$ cat src/pkg/brs_pkg.sv
package brs_pkg;
    localparam int unsigned CLK_HZ       = 25_000_000;
    localparam int unsigned SW_1M_HZ     = 1_000_000;
    localparam int unsigned SW_2M_HZ     = 2_000_000;
    localparam int unsigned SW_4M_HZ     = 4_000_000;
    localparam int unsigned PER_W        = 5;
    // Switching periods in core cycles, rounded down
    localparam logic [PER_W-1:0] PER_1M  = PER_W'(CLK_HZ / SW_1M_HZ);
    localparam logic [PER_W-1:0] PER_2M  = PER_W'(CLK_HZ / SW_2M_HZ);
    localparam logic [PER_W-1:0] PER_4M  = PER_W'(CLK_HZ / SW_4M_HZ);

    localparam int unsigned ADDR_W       = 8;
    localparam int unsigned DATA_W       = 32;
    localparam int unsigned IDX_W        = 6;
    localparam int unsigned NREG         = 5;
    // Register indices; byte address is four times the index
    localparam logic [IDX_W-1:0] PAIRED_NORMAL_SETPOINT  = 6'h20;
    localparam logic [IDX_W-1:0] PAIRED_STANDBY_SETPOINT = 6'h21;
    localparam logic [IDX_W-1:0] PAIRED_SLEEP_SETPOINT   = 6'h22;
    localparam logic [IDX_W-1:0] PAIRED_SWITCH_MODE      = 6'h23;
    localparam logic [IDX_W-1:0] PAIRED_TIMING_CONFIG    = 6'h24;
    localparam logic [IDX_W-1:0] SINGLE_NORMAL_SETPOINT  = 6'h2E;
    localparam logic [IDX_W-1:0] SINGLE_STANDBY_SETPOINT = 6'h2F;
    localparam logic [IDX_W-1:0] SINGLE_SLEEP_SETPOINT   = 6'h30;
    localparam logic [IDX_W-1:0] SINGLE_SWITCH_MODE      = 6'h31;
    localparam logic [IDX_W-1:0] SINGLE_TIMING_CONFIG    = 6'h32;

    localparam logic [2:0] SLOT_NORMAL   = 3'h0;
    localparam logic [2:0] SLOT_STANDBY  = 3'h1;
    localparam logic [2:0] SLOT_SLEEP    = 3'h2;
    localparam logic [2:0] SLOT_MODE     = 3'h3;
    localparam logic [2:0] SLOT_CONFIG   = 3'h4;

    localparam logic [7:0] RST_SETPOINT  = 8'h00;
    localparam logic [7:0] RST_MODE      = 8'h00;
    localparam logic [7:0] RST_CONFIG    = 8'h00;
    localparam logic [7:0] MASK_SETPOINT = 8'h3F;
    localparam logic [7:0] MASK_MODE     = 8'h2F;
    localparam logic [7:0] MASK_CONFIG   = 8'hFF;

    // Field positions
    localparam int unsigned MODE_SEL_LSB   = 0;
    localparam int unsigned MODE_SLEEP_BIT = 5;
    localparam int unsigned CONF_LIMIT_BIT = 0;
    localparam int unsigned CONF_FREQ_LSB  = 2;
    localparam int unsigned CONF_PHASE_LSB = 4;
    localparam int unsigned CONF_SCALE_LSB = 6;

    localparam int unsigned MV_W           = 11;
    localparam logic [MV_W-1:0] BASE_MV    = 11'h12C;
    localparam logic [MV_W-1:0] STEP_MV    = 11'h019;

    localparam logic [1:0] FREQ_1M       = 2'h0;
    localparam logic [1:0] FREQ_2M       = 2'h1;
    localparam logic [1:0] FREQ_4M       = 2'h2;

    typedef enum logic [1:0] {
        GRP_ALL_SINGLE,
        GRP_AB_SINGLE_C_INDEP,
        GRP_AB_DUAL_C_INDEP,
        GRP_RESERVED
    } brs_group_type;

    typedef enum logic [1:0] {
        OP_NORMAL,
        OP_STANDBY,
        OP_SLEEP,
        OP_SLEEP_ALT
    } brs_opstate_type;
endpackage : brs_pkg

$ cat src/pkg/brs_cfg_if.sv
`timescale 1ns/1ps
interface brs_cfg_if;
    import brs_pkg::*;
    brs_group_type group;
    logic [1:0]    pair_freq;
    logic [1:0]    single_freq;
    logic [1:0]    single_phase;
    logic          pair_en;
    logic          single_en;
    logic          node_a;
    logic          node_b;
    logic          node_c;

    modport ctrl (
        output group, pair_freq, single_freq, single_phase,
        output pair_en, single_en,
        input  node_a, node_b, node_c
    );
    modport gen (
        input  group, pair_freq, single_freq, single_phase,
        input  pair_en, single_en,
        output node_a, node_b, node_c
    );
endinterface : brs_cfg_if

$ cat src/core/brs_phase_gen.sv
`timescale 1ns/1ps
module brs_phase_gen
    import brs_pkg::*;
(
    // Clock and reset
    input  wire logic clk,
    input  wire logic srst,
    // Timing settings and switching nodes
    brs_cfg_if.gen    cfg
);
    typedef struct packed {
        logic [PER_W-1:0] cnt_p;
        logic [PER_W-1:0] cnt_s;
        logic             a;
        logic             b;
        logic             c;
    } brs_gen_type;

    brs_gen_type st_r;
    brs_gen_type st_nxt;

    function automatic logic [PER_W-1:0] period(input logic [1:0] f);
        unique case (f)
            FREQ_1M: period = PER_1M;
            FREQ_2M: period = PER_2M;
            FREQ_4M: period = PER_4M;
            default: period = '0;
        endcase
    endfunction : period

    function automatic logic [PER_W-1:0] wrap_add(
        input logic [PER_W-1:0] c,
        input logic [PER_W-1:0] off,
        input logic [PER_W-1:0] per
    );
        logic [PER_W:0] s;
        s = {1'b0, c} + {1'b0, off};
        if (s >= {1'b0, per}) begin
            s = s - {1'b0, per};
        end
        wrap_add = s[PER_W-1:0];
    endfunction : wrap_add

    logic [PER_W-1:0] per_p;
    logic [PER_W-1:0] per_s;
    logic [PER_W-1:0] half_p;
    logic [PER_W-1:0] half_s;
    logic [PER_W+1:0] off_prod;
    logic [PER_W-1:0] off_s;
    logic             pa;
    logic             pb;
    logic             pc;

    always_comb begin
        st_nxt   = st_r;
        per_p    = period(cfg.pair_freq);
        per_s    = period(cfg.single_freq);
        half_p   = per_p >> 1;
        half_s   = per_s >> 1;
        off_prod = {2'b00, per_s} * {5'h00, cfg.single_phase};
        off_s    = off_prod[PER_W+1:2];
        // Counters beyond a newly chosen shorter period restart at zero
        st_nxt.cnt_p = (st_r.cnt_p + 5'h01 >= per_p) ? '0 : st_r.cnt_p + 5'h01;
        st_nxt.cnt_s = (st_r.cnt_s + 5'h01 >= per_s) ? '0 : st_r.cnt_s + 5'h01;
        pa = (per_p != '0) && (st_r.cnt_p < half_p);
        pb = (per_p != '0)
             && (wrap_add(st_r.cnt_p, half_p, per_p) < half_p);
        pc = (per_s != '0)
             && (wrap_add(st_r.cnt_s, off_s, per_s) < half_s);
        unique case (cfg.group)
            GRP_ALL_SINGLE: begin
                st_nxt.a = cfg.single_en && pc;
                st_nxt.b = cfg.single_en && pc;
                st_nxt.c = cfg.single_en && pc;
            end
            GRP_AB_SINGLE_C_INDEP: begin
                st_nxt.a = cfg.pair_en && pa;
                st_nxt.b = cfg.pair_en && pa;
                st_nxt.c = cfg.single_en && pc;
            end
            GRP_AB_DUAL_C_INDEP: begin
                st_nxt.a = cfg.pair_en && pa;
                st_nxt.b = cfg.pair_en && pb;
                st_nxt.c = cfg.single_en && pc;
            end
            GRP_RESERVED: begin
                st_nxt.a = 1'b0;
                st_nxt.b = 1'b0;
                st_nxt.c = 1'b0;
            end
        endcase
    end

    always_ff @(posedge clk) begin
        if (srst) begin
            st_r <= '0;
        end else begin
            st_r <= st_nxt;
        end
    end

    assign cfg.node_a = st_r.a;
    assign cfg.node_b = st_r.b;
    assign cfg.node_c = st_r.c;
endmodule : brs_phase_gen

$ cat src/core/brs_setpoint_regs.sv
// The Avalon-MM slave port was chosen for this implementation.
`timescale 1ns/1ps
// What this block does
// - In dual-phase grouping, phase B runs half a period after phase A.
// - In dual-phase grouping, A and B take timing from the paired config.
// - In dual-phase grouping, phase C takes timing only from its config.
// - Outside all-single grouping, each output keeps its own set points, mode selection and enable.
// - A set-point code means 300 mV plus 25 mV per step, 1875 mV at most.
// - Each output applies the set point matching the operating state.
// - Paired registers: normal, standby, sleep, mode, config in a row.
// - Single registers: normal, standby, sleep, mode, config in a row.
// - Each config byte holds scaling speed, phase, frequency, limit.
// - The normal set point is a read/write code in bits 5:0, reset 0x00.
// - The standby set point is a read/write low code, reset 0x00.
// - A fixed 2-bit grouping field picks the grouping; 11 is reserved.
module brs_setpoint_regs
    import brs_pkg::*;
(
    // Clock and reset
    input  wire logic                   CORE_CLK,
    input  wire logic                   SRST,
    // Avalon-MM slave
    input  wire logic [ADDR_W-1:0]      AVS_ADDRESS,
    input  wire logic                   AVS_READ,
    input  wire logic                   AVS_WRITE,
    input  wire logic [3:0]             AVS_BYTEENABLE,
    input  wire logic [DATA_W-1:0]      AVS_WRITEDATA,
    output logic      [DATA_W-1:0]      AVS_READDATA,
    output logic                        AVS_WAITREQUEST,
    // Pins from outside the clock domain
    input  wire logic [1:0]             PHASE_GROUPING_SELECT,
    input  wire logic [1:0]             OPERATING_STATE,
    // Paired output controls
    output logic [5:0]                  PAIRED_SETPOINT_CODE,
    output logic [MV_W-1:0]             PAIRED_TARGET_MV,
    output logic [1:0]                  PAIRED_VOLTAGE_SCALING,
    output logic                        PAIRED_CURRENT_LIMIT_LEVEL,
    output logic                        PAIRED_ENABLE,
    // Single output controls
    output logic [5:0]                  SINGLE_SETPOINT_CODE,
    output logic [MV_W-1:0]             SINGLE_TARGET_MV,
    output logic [1:0]                  SINGLE_VOLTAGE_SCALING,
    output logic                        SINGLE_CURRENT_LIMIT_LEVEL,
    output logic                        SINGLE_ENABLE,
    // Switching nodes
    output logic                        PHASE_A_SWITCH_NODE,
    output logic                        PHASE_B_SWITCH_NODE,
    output logic                        PHASE_C_SWITCH_NODE
);
    import brs_pkg::*;

    typedef struct packed {
        logic                   waitreq;
        logic [DATA_W-1:0]      rdata;
        logic [NREG-1:0][7:0]   pr;
        logic [NREG-1:0][7:0]   sr;
        logic [1:0]             grp_s1;
        logic [1:0]             grp_s2;
        logic [1:0]             op_s1;
        logic [1:0]             op_s2;
        logic [5:0]             pcode;
        logic [5:0]             scode;
        logic [MV_W-1:0]        pmv;
        logic [MV_W-1:0]        smv;
        logic [1:0]             pdvs;
        logic [1:0]             sdvs;
        logic                   pilim;
        logic                   silim;
        logic                   pen;
        logic                   sen;
        logic [1:0]             pfreq;
        logic [1:0]             sfreq;
        logic [1:0]             sphase;
    } brs_top_type;

    typedef struct packed {
        logic       hit;
        logic       single;
        logic [2:0] slot;
    } brs_dec_type;

    brs_top_type st_r;
    brs_top_type st_nxt;

    brs_cfg_if cfg_if ();

    // Byte address to register slot
    function automatic brs_dec_type decode(input logic [ADDR_W-1:0] a);
        logic [IDX_W-1:0] idx;
        idx    = a[ADDR_W-1:2];
        decode = '0;
        if (a[1:0] == 2'h0) begin
            if (idx >= PAIRED_NORMAL_SETPOINT
                && idx <= PAIRED_TIMING_CONFIG) begin
                decode.hit  = 1'b1;
                decode.slot = 3'(idx - PAIRED_NORMAL_SETPOINT);
            end else if (idx >= SINGLE_NORMAL_SETPOINT
                && idx <= SINGLE_TIMING_CONFIG) begin
                decode.hit    = 1'b1;
                decode.single = 1'b1;
                decode.slot   = 3'(idx - SINGLE_NORMAL_SETPOINT);
            end
        end
    endfunction : decode

    // Implemented bits of each slot
    function automatic logic [7:0] slot_mask(input logic [2:0] s);
        unique case (s)
            SLOT_MODE:   slot_mask = MASK_MODE;
            SLOT_CONFIG: slot_mask = MASK_CONFIG;
            default:     slot_mask = MASK_SETPOINT;
        endcase
    endfunction : slot_mask

    function automatic logic [2:0] state_slot(input logic [1:0] op);
        unique case (brs_opstate_type'(op))
            OP_NORMAL:  state_slot = SLOT_NORMAL;
            OP_STANDBY: state_slot = SLOT_STANDBY;
            default:    state_slot = SLOT_SLEEP;
        endcase
    endfunction : state_slot

    function automatic logic [MV_W-1:0] code_to_mv(input logic [5:0] c);
        code_to_mv = BASE_MV + MV_W'({5'h00, c} * STEP_MV);
    endfunction : code_to_mv

    // On when the mode selector is nonzero, and in sleep only if kept on
    function automatic logic output_on(
        input logic [7:0] mode,
        input logic       sleeping
    );
        output_on = (mode[MODE_SEL_LSB +: 4] != 4'h0)
                    && !(sleeping && !mode[MODE_SLEEP_BIT]);
    endfunction : output_on

    brs_dec_type        dec;
    logic [7:0]         rd_byte;
    logic [7:0]         wr_byte;
    logic [2:0]         op_slot;
    logic               sleeping;
    logic [7:0]         pconf;
    logic [7:0]         sconf;
    brs_group_type      grp;

    always_comb begin
        st_nxt   = st_r;
        dec      = decode(AVS_ADDRESS);
        rd_byte  = dec.single ? st_r.sr[dec.slot] : st_r.pr[dec.slot];
        wr_byte  = AVS_WRITEDATA[7:0] & slot_mask(dec.slot);

        // One wait cycle, then waitrequest low for one cycle
        if (st_r.waitreq) begin
            if (AVS_READ || AVS_WRITE) begin
                st_nxt.waitreq = 1'b0;
                st_nxt.rdata   = '0;
                if (AVS_READ && dec.hit) begin
                    st_nxt.rdata[7:0] = rd_byte & slot_mask(dec.slot);
                end
            end
        end else begin
            st_nxt.waitreq = 1'b1;
            if (AVS_WRITE && dec.hit && AVS_BYTEENABLE[0]) begin
                if (dec.single) begin
                    st_nxt.sr[dec.slot] = wr_byte;
                end else begin
                    st_nxt.pr[dec.slot] = wr_byte;
                end
            end
        end

        st_nxt.grp_s1 = PHASE_GROUPING_SELECT;
        st_nxt.grp_s2 = st_r.grp_s1;
        st_nxt.op_s1  = OPERATING_STATE;
        st_nxt.op_s2  = st_r.op_s1;

        grp      = brs_group_type'(st_r.grp_s2);
        op_slot  = state_slot(st_r.op_s2);
        sleeping = (op_slot == SLOT_SLEEP);
        sconf    = st_r.sr[SLOT_CONFIG];
        // All-single grouping runs every phase from the single set
        pconf    = (grp == GRP_ALL_SINGLE) ? sconf : st_r.pr[SLOT_CONFIG];

        st_nxt.pcode = (grp == GRP_ALL_SINGLE)
                       ? st_r.sr[op_slot][5:0]
                       : st_r.pr[op_slot][5:0];
        st_nxt.scode = st_r.sr[op_slot][5:0];
        st_nxt.pmv   = code_to_mv(st_nxt.pcode);
        st_nxt.smv   = code_to_mv(st_nxt.scode);

        st_nxt.pdvs   = pconf[CONF_SCALE_LSB +: 2];
        st_nxt.sdvs   = sconf[CONF_SCALE_LSB +: 2];
        st_nxt.pilim  = pconf[CONF_LIMIT_BIT];
        st_nxt.silim  = sconf[CONF_LIMIT_BIT];
        st_nxt.pfreq  = pconf[CONF_FREQ_LSB +: 2];
        st_nxt.sfreq  = sconf[CONF_FREQ_LSB +: 2];
        st_nxt.sphase = sconf[CONF_PHASE_LSB +: 2];

        st_nxt.pen = (grp != GRP_RESERVED)
                     && output_on((grp == GRP_ALL_SINGLE)
                                  ? st_r.sr[SLOT_MODE]
                                  : st_r.pr[SLOT_MODE], sleeping);
        st_nxt.sen = (grp != GRP_RESERVED)
                     && output_on(st_r.sr[SLOT_MODE], sleeping);
    end

    always_ff @(posedge CORE_CLK) begin
        if (SRST) begin
            st_r          <= '0;
            st_r.waitreq  <= 1'b1;
            st_r.pr[SLOT_NORMAL]  <= RST_SETPOINT;
            st_r.pr[SLOT_STANDBY] <= RST_SETPOINT;
            st_r.pr[SLOT_SLEEP]   <= RST_SETPOINT;
            st_r.pr[SLOT_MODE]    <= RST_MODE;
            st_r.pr[SLOT_CONFIG]  <= RST_CONFIG;
            st_r.sr[SLOT_NORMAL]  <= RST_SETPOINT;
            st_r.sr[SLOT_STANDBY] <= RST_SETPOINT;
            st_r.sr[SLOT_SLEEP]   <= RST_SETPOINT;
            st_r.sr[SLOT_MODE]    <= RST_MODE;
            st_r.sr[SLOT_CONFIG]  <= RST_CONFIG;
            st_r.pmv      <= BASE_MV;
            st_r.smv      <= BASE_MV;
        end else begin
            st_r <= st_nxt;
        end
    end

    assign cfg_if.group        = brs_group_type'(st_r.grp_s2);
    assign cfg_if.pair_freq    = st_r.pfreq;
    assign cfg_if.single_freq  = st_r.sfreq;
    assign cfg_if.single_phase = st_r.sphase;
    assign cfg_if.pair_en      = st_r.pen;
    assign cfg_if.single_en    = st_r.sen;

    brs_phase_gen u_phase_gen (
        .clk  (CORE_CLK),
        .srst (SRST),
        .cfg  (cfg_if.gen)
    );

    assign AVS_WAITREQUEST            = st_r.waitreq;
    assign AVS_READDATA               = st_r.rdata;
    assign PAIRED_SETPOINT_CODE       = st_r.pcode;
    assign PAIRED_TARGET_MV           = st_r.pmv;
    assign PAIRED_VOLTAGE_SCALING     = st_r.pdvs;
    assign PAIRED_CURRENT_LIMIT_LEVEL = st_r.pilim;
    assign PAIRED_ENABLE              = st_r.pen;
    assign SINGLE_SETPOINT_CODE       = st_r.scode;
    assign SINGLE_TARGET_MV           = st_r.smv;
    assign SINGLE_VOLTAGE_SCALING     = st_r.sdvs;
    assign SINGLE_CURRENT_LIMIT_LEVEL = st_r.silim;
    assign SINGLE_ENABLE              = st_r.sen;
    assign PHASE_A_SWITCH_NODE        = cfg_if.node_a;
    assign PHASE_B_SWITCH_NODE        = cfg_if.node_b;
    assign PHASE_C_SWITCH_NODE        = cfg_if.node_c;
endmodule : brs_setpoint_regs

$ cat config.mk
export PLATFORM = sky130hd
export DESIGN_NAME = brs_setpoint_regs
export DESIGN_NICKNAME = d
export VERILOG_FILES = /design/src/pkg/brs_pkg.sv /design/src/pkg/brs_cfg_if.sv /design/src/core/brs_phase_gen.sv /design/src/core/brs_setpoint_regs.sv
export SDC_FILE = /design/constraint.sdc
export NUM_CORES = 1
export LEC_CHECK = 0
export ABC_AREA = 1
export BUFFER_PORTS_ARGS = -buffer_cell sky130_fd_sc_hd__buf_2
export CORE_MARGIN = 2
export CORE_UTILIZATION = 45
export DETAILED_ROUTE_END_ITERATION = 10
export REMOVE_ABC_BUFFERS = 1
export SLEW_MARGIN = 20
export SYNTH_ARGS = -nofsm -noshare
export SYNTH_HDL_FRONTEND = slang
export SYNTH_HIERARCHICAL = 1
export SYNTH_SLANG_ARGS = --single-unit
$ cat constraint.sdc
create_clock -name CORE_CLK -period 6.75 [get_ports CORE_CLK]
set_clock_uncertainty 0.15 [all_clocks]
set_input_delay 1.0125 -clock CORE_CLK [delete_from_list [all_inputs] [get_ports CORE_CLK]]
set_output_delay 1.0125 -clock CORE_CLK [all_outputs]
set_load 0.01 [all_outputs]
# After elaboration in Yosys (flattened, before gate mapping)
# Index checks and enable logic that the tools add are counted.
totals:
  word_cells: 148
  regBits: 158
  output_inout_bits: 78
classes:
  addsub: 10
  mul: 3
  n_reduce_logical: 38
  bitwise: 4
  n_mux: 33
  n_lt_le_gt_ge: 14
  n_eq_ne: 12
op_table:
  columns: ["cell", "count"]
  rows:
  - ["8-bit binary-select mux with 3-bit select", 4]
  - ["40-bit bitwise mux", 2]
  - ["8-bit two-way mux", 9]
  - ["33-bit two-way mux", 1]
  - ["5-bit one-hot mux with 3 select lines", 2]
  - ["8-bit demux with 3-bit select", 1]
  - ["6-bit two-way mux", 4]
  - ["9-bit by 11-bit adder with 11-bit output, first input constant", 2]
  - ["6-bit by 5-bit multiplier with 11-bit output, second input constant", 2]
  - ["5-bit two-way mux", 4]
  - ["1-bit logical AND", 18]
  - ["8-bit AND", 2]
  - ["8-bit one-hot mux with 2 select lines", 1]
  - ["5-bit by 4-bit less-than comparator with 1-bit output", 3]
  - ["6-bit by 5-bit >= comparator with 1-bit output", 2]
  - ["6-bit >= comparator, second input constant", 2]
  - ["6-bit less-or-equal comparator, second input constant", 2]
  - ["3-bit one-hot mux with 4 select lines", 1]
  - ["5-bit by 1-bit adder with 5-bit output, second input constant", 2]
  - ["5-bit >= comparator", 2]
  - ["2-bit zero test", 5]
  - ["5-bit nonzero test", 2]
  - ["5-bit subtractor", 2]
  - ["2-bit by 1-bit equality test with 1-bit output, second input constant", 4]
  - ["21 further kinds", 35]

# Longest topological paths before layout
logic_depth:
  ltp_word: 13
  depth_mapped: 33
  depth_no_buf: 33

# Hierarchy
# The synthesis kept the hierarchy.
modules_own_cells:
  columns: ["mod", "cells_each", "area_each_um2", "instances"]
  rows:
  - ["brs_setpoint_regs", 940, 7201.9, 1]
  - ["brs_phase_gen", 319, 2224.6, 1]

# Worst setup path after synthesis
# OpenSTA, ideal clock, no wires.
synth_timing:
  path_kind: "register -> register"
  startpoint: "register st_r (netlist bit cfg_if.single_freq[0])"
  endpoint: "register u_phase_gen.st_r (netlist bit u_phase_gen/cfg.node_b)"
  synth_period_minus_slack_ns: 4.834
  path_buffers: 0
  t_arrival_ns: 4.618
  required_time_ns: 6.534
  setup_time_ns: 0.066
  path_slack_ns: 1.916
  path_stages_with_launch: 33
  cell_sequence: "dfxtp_1 inv_1 ha_1 o21ai_0 nor2_1 ha_1 nand2_1 o21ai_0 xnor2_1 inv_1 ha_1 inv_1 nand2_1 nand2_1 xor2_1 inv_1 ha_1 a21oi_1 nand2_1 nand2_1 nand3_2 inv_1 nand2_1 o21ai_0 ha_1 a21o_1 a211oi_1 nand2_1 nor2_1 nand3_1 nand2_1 inv_1 a21oi_2"
synth_between:
  elab_chain_cells: 10
  word_cells_on_any_way: 14
  cone_classes: "2 x add/sub; 1 x mul; 2 x order compare; 2 x eq/ne; 3 x mux; 4 x reduce/logical"
synth_lines:
  columns: ["item", "line_no", "text"]
  rows:
  - ["start, declared", "brs_setpoint_regs.sv:82", "brs_top_type st_r;"]
  - ["start signal, assigned", "brs_setpoint_regs.sv:223", "st_r <= st_nxt;"]
  - ["2-bit equality test, or another cell as far along", "brs_phase_gen.sv:23", "unique case (f)"]
  - ["5-bit one-hot mux with 3 select lines (*)", "brs_phase_gen.sv:23", null]
  - ["5-bit by 2-bit multiplier with 7-bit output", "brs_phase_gen.sv:60", "off_prod = {2'b00, per_s} * {5'h00, cfg.single_phase};"]
  - ["5-bit by 5-bit adder with 6-bit output", "brs_phase_gen.sv:37", "s = {1'b0, c} + {1'b0, off};"]
  - ["5-bit subtractor or 6-bit by 5-bit >= comparator with 1-bit output (tied branches)", "brs_phase_gen.sv:39, brs_phase_gen.sv:38", null]
  - ["5-bit two-way mux", "brs_phase_gen.sv:38", "if (s >= {1'b0, per}) begin"]
  - ["5-bit by 4-bit less-than comparator with 1-bit output", "brs_phase_gen.sv:69", "&& (wrap_add(st_r.cnt_s, off_s, per_s) < half_s);"]
  - ["1-bit logical AND (*)", "brs_phase_gen.sv:69", null]
  - ["1-bit logical AND (*)", "brs_phase_gen.sv:73", "st_nxt.b = cfg.single_en && pc;"]
  - ["3-bit one-hot mux with 4 select lines (*)", "brs_phase_gen.sv:70", "unique case (cfg.group)"]
  - ["end signal, assigned", "brs_phase_gen.sv:98", "st_r <= st_nxt;"]
  - ["end, declared", "brs_phase_gen.sv:19", "brs_gen_type st_r;"]
# Mark *: on every way between the ends. The rest lies on a longest branch, timed or not.
# A chain may end at the register's enable or synchronous reset.

# Worst setup path after layout
# Ends and elaborated chain as after synthesis.

==> impl_summary.md <==
Outcome
The run finished with clean final reports.

Power
The switching power share of the total is 0.2619. Of the total power, registers draw 0.373. The portion of total power attributed to the clock network is 0.479.

The power density relative to cell area is around 220 mW/mm². The cell leakage power is ~5 nW. The worst-case vdd ir drop is 0.0001687 V.

For this design the total switching power over the nets is between 0.5 and 0.6 mW. Of the total power, combinational logic draws 0.148. The internal power is 1.660 mW.

Drt
After the first detailed-routing iteration, the DRC count stood at 393. The post-detailed-route count of antenna-violating nets is 0. The average detailed-routed wire length per instance is 13.70 µm. The number of vias per cell after detailed routing is 4.936. The overall via count from detail_route is around 7600.

The iteration count of the initial detailed-routing pass is 5. The total DRC errors in the routed layout is 0. The post-detailed-routing wire length is 21210 µm.

CTS
The sink count of the clock tree is approximately 140. The number of gates resized after CTS was 0. In this run the deepest clock path goes through 2 buffers. The setup fix buffers added after clock tree synthesis is 0. The clock slew seen by the registers of the worst setup and hold paths is roughly 0.06 ns. The CTS tree is yes.

The clock latency at the later pin of the worst-skew pair is 0.43 ns. The hold buffer count at cts is 0. Clock tree synthesis selected as its root buffer the cell clkbuf_16. The clock tree synthesis step divided the H-tree into 4 levels.

Counting the buffers created by CTS gives 17.

Min path
The path with the worst hold slack has its endpoint at st_r[48]$_SDFF_PP0_. The launch point of the worst hold path is st_nxt[48]$_SDFF_PP0_. The number of cells on the worst hold path is 2.

The path class of the tightest hold or removal check is reg -> reg.

Placement
The number of port buffers is 78. The worst setup slack after placement is between 1.5 and 2 ns. The placed wire-length estimate after detailed placement is 15230 µm.

The final RePlAce weighted congestion is 0.8486.

Worst setup path
The critical path endpoint category is a flop. The internal reg-to-reg setup slack is ~1.5 ns. By instance count, the cell type seen most on the critical path is nand2_1. The biggest fanout along the worst timing path is 6.

The origin of the critical flop-to-flop path is cfg_if.single_freq[0]$_SDFF_PP0_. The classification of the worst setup path is reg -> reg. The largest individual stage delay along the critical path comes from the cell dfxtp_1. STA classifies the critical path startpoint as a flop. At the worst endpoint, the arrival time is 5.49 ns.

The critical path data required time is 6.96 ns. The endpoint identified for the worst register-to-register timing path is u_phase_gen/cfg.node_b$_SDFF_PP0_. The maximum cell stage delay along the critical path is 0.37 ns. The number of cells on the worst reg-to-reg path is 33.

Die
After floorplanning, the core was divided into 52 placement rows. The starting density of the core is 0.4629. Measured along the y axis, the die boundary spans 148.7 µm. The horizontal die dimension is ~150 µm.

The top-level port count is 130. The core area is 0.02036 mm². The floorplan die area is ~0.022 mm².

Finish
The total area of sequential cells is approximately 0.0027 mm². From synthesis to final layout, the design area changed by 7.698%. Counting the fill cells in the layout gives 2056.

0 antenna diodes ended up in the layout. The fraction of layout cells with a size suffix above 1 is 0.1698. The area of the multi-input gates is roughly 0.0053 mm². The number of nets in the final layout is 1422.

Synthesis
Averaged over all synthesized cells, the footprint is 7.487 µm². During synthesis, Yosys emitted a total of 6 warnings. Of the synthesized area, sequential elements account for 0.2888. The distinct cell type count after synthesis is 48.

The post-synth design cell area is 0.009427 mm². After synthesis the netlist holds a flip-flop and latch count of 136. The synthesized instance count is around 1300. Of all flip-flops after synthesis, the portion carrying an async set or reset was 0. The synthesized design contains 0 enable-type register cells. In the synthesized netlist the dominant register cell turns out to be dfxtp_1.

Global routing
The global-route wire length before repair is 34510 µm. In the global route stage, overall resource usage came out at 0.1951. The initial antenna violation count is 0. The aggregate global routing overflow is 0. The number of global-route vias before repair is just under 7000. Entering global routing, the biggest net connects between 60 and 70 pins.

STA
The top achievable clock speed is 0.1896 GHz. Setup violations remaining at the end of the flow were counted as 0. The remaining max-slew budget at the tightest pin is 0.3195. In the finished design, the share of the clock period the worst path needs comes to 0.7815. The pin slew with the least headroom to its limit is a little over 1 ns. Once routing completed, OpenROAD measured the worst setup slack at 1.475 ns. The final number of hold-violating endpoints is 0. The number of slew-limit violations in the final report is 0. Summed over all failing endpoints, the final setup total negative slack is 0 ns. For the finished layout, the period the worst path requires is ~5.3 ns. Setup repair after global routing left no endpoint under its margin.

Flow run
The count of maximum capacitance violations is 0.
[logic make-up after synthesis]
logic type      synth area share
compound gates            0.1432
xor+xnor                 0.01858
fa+ha+maj                 0.1481
buf+inv                   0.1630
flops                     0.2888
mux                     0.001194
other cells            0.0003978
simple gates              0.2367
[synth_stat cells (5+ instances only)]
master	count	area, µm²
o21a_1	5	37.54
or2_2	5	31.28
nand3_1	42	210.2
a211oi_1	8	60.06
o211ai_1	13	97.59
fa_1	11	220.2
inv_2	8	30.03
buf_4	71	533.0
ha_1	94	1176
nand3_2	5	50.05
o21ai_1	8	40.04
nor2_1	139	521.8
nor3_1	10	50.05
xor2_1	8	70.07
nand2_1	214	803.3
clkbuf_1	21	78.83
buf_6	10	112.6
a211oi_2	39	488.0
xnor2_1	12	105.1
a21oi_1	52	260.3
buf_2	12	60.06
nor2_4	9	101.4
dfxtp_1	136	2723
nand4_1	29	181.4
nand2_2	23	143.9
inv_1	184	690.7
o21ai_0	55	275.3
[layer usage]
layer	track usage	wire (µm)	vias up
met4	0.05429	308	0
met3	0.03700	946	27
met1	0.2566	9970	3469
met5	0	0	-
met2	0.3285	9982	181
li1	-	-	3964
[final cells by class]
type,count,share of cell area
sequential,136,0.2682
inverter,195,0.07259
tap,270,0.03328
clock inverter,12,0.02181
timing repair buffer,82,0.04166
multi-input combinational,833,0.5175
clock buffer,20,0.04498
[power groups by stage]
stage | Clock [mW] | Sequential, mW | Combinational (mW)
4_1_cts | 1.09 | 0.839 | 0.336
3_5_place_dp | 0 | 0.857 | 0.335
6_report | 1.08 | 0.839 | 0.332
5_1_grt | 1.12 | 0.841 | 0.384
3_3_place_gp | 0 | 0.857 | 0.329
2_1_floorplan | 0 | 0.863 | 0.222
[through the flow]
step	instance area, µm²	util	power, mW	std cells	hold WS [ns]
3_5_place_dp	9474	0.4652	1.192	1516	0.2450
2_1_floorplan	8713	-	1.086	1164	0.2383
3_3_place_gp	9474	0.4652	1.186	1516	0.2419
4_1_cts	10150	0.4985	2.264	1548	0.2529
5_1_grt	10150	0.4985	2.349	1548	0.2734
6_report	10150	0.4985	2.248	1548	0.2503
[flip-flops by register name, summed over array words and instances, names as in the netlist, 2 cells and up]
| name | cells |
|---|---|
| st_nxt | 4 |
| SINGLE_SETPOINT_CODE | 6 |
| SINGLE_VOLTAGE_SCALING | 2 |
| sconf | 8 |
| PAIRED_VOLTAGE_SCALING | 2 |
| SINGLE_TARGET_MV | 9 |
| PAIRED_TARGET_MV | 9 |
| cfg_if.group | 2 |
| cfg_if.single_phase | 2 |
| st_r | 56 |
| AVS_READDATA | 8 |
| u_phase_gen/st_r | 10 |
| cfg_if.pair_freq | 2 |
| cfg_if.single_freq | 2 |
| PAIRED_SETPOINT_CODE | 6 |
[critical path: cells and delay by family (launching register included)]
kind            cells  cell delay, ns
compound gates      7            1.22
xor+xnor            2            0.31
fa+ha+maj           5            1.55
buf+inv             7            0.64
flops               1            0.37
simple gates       12            0.98
[worst max path at each step]
stage / start / endpoint / slack, ns
2_1_floorplan: cfg_if.single_freq[0]$_SDFF_PP0_ / u_phase_gen/cfg.node_b$_SDFF_PP0_ / 1.92
3_3_place_gp: cfg_if.single_freq[0]$_SDFF_PP0_ / u_phase_gen/cfg.node_b$_SDFF_PP0_ / 1.61
3_5_place_dp: cfg_if.single_freq[0]$_SDFF_PP0_ / u_phase_gen/cfg.node_b$_SDFF_PP0_ / 1.52
4_1_cts: cfg_if.single_freq[0]$_SDFF_PP0_ / u_phase_gen/cfg.node_b$_SDFF_PP0_ / 1.48
5_1_grt: cfg_if.single_freq[0]$_SDFF_PP0_ / u_phase_gen/cfg.node_b$_SDFF_PP0_ / 0.90
6_report: cfg_if.single_freq[0]$_SDFF_PP0_ / u_phase_gen/cfg.node_b$_SDFF_PP0_ / 1.48
[cells in the final DEF, fill, tap and decap left out, drive strengths merged, types with 29 or more instances in the layout]
cell	count
nand3	48
a211oi	47
dfxtp	136
nand2	238
buf	82
a21oi	53
inv	194
o21ai	64
ha	94
nor2	152
nand4	29
Note: power is estimated with default switching activity, not from simulation.
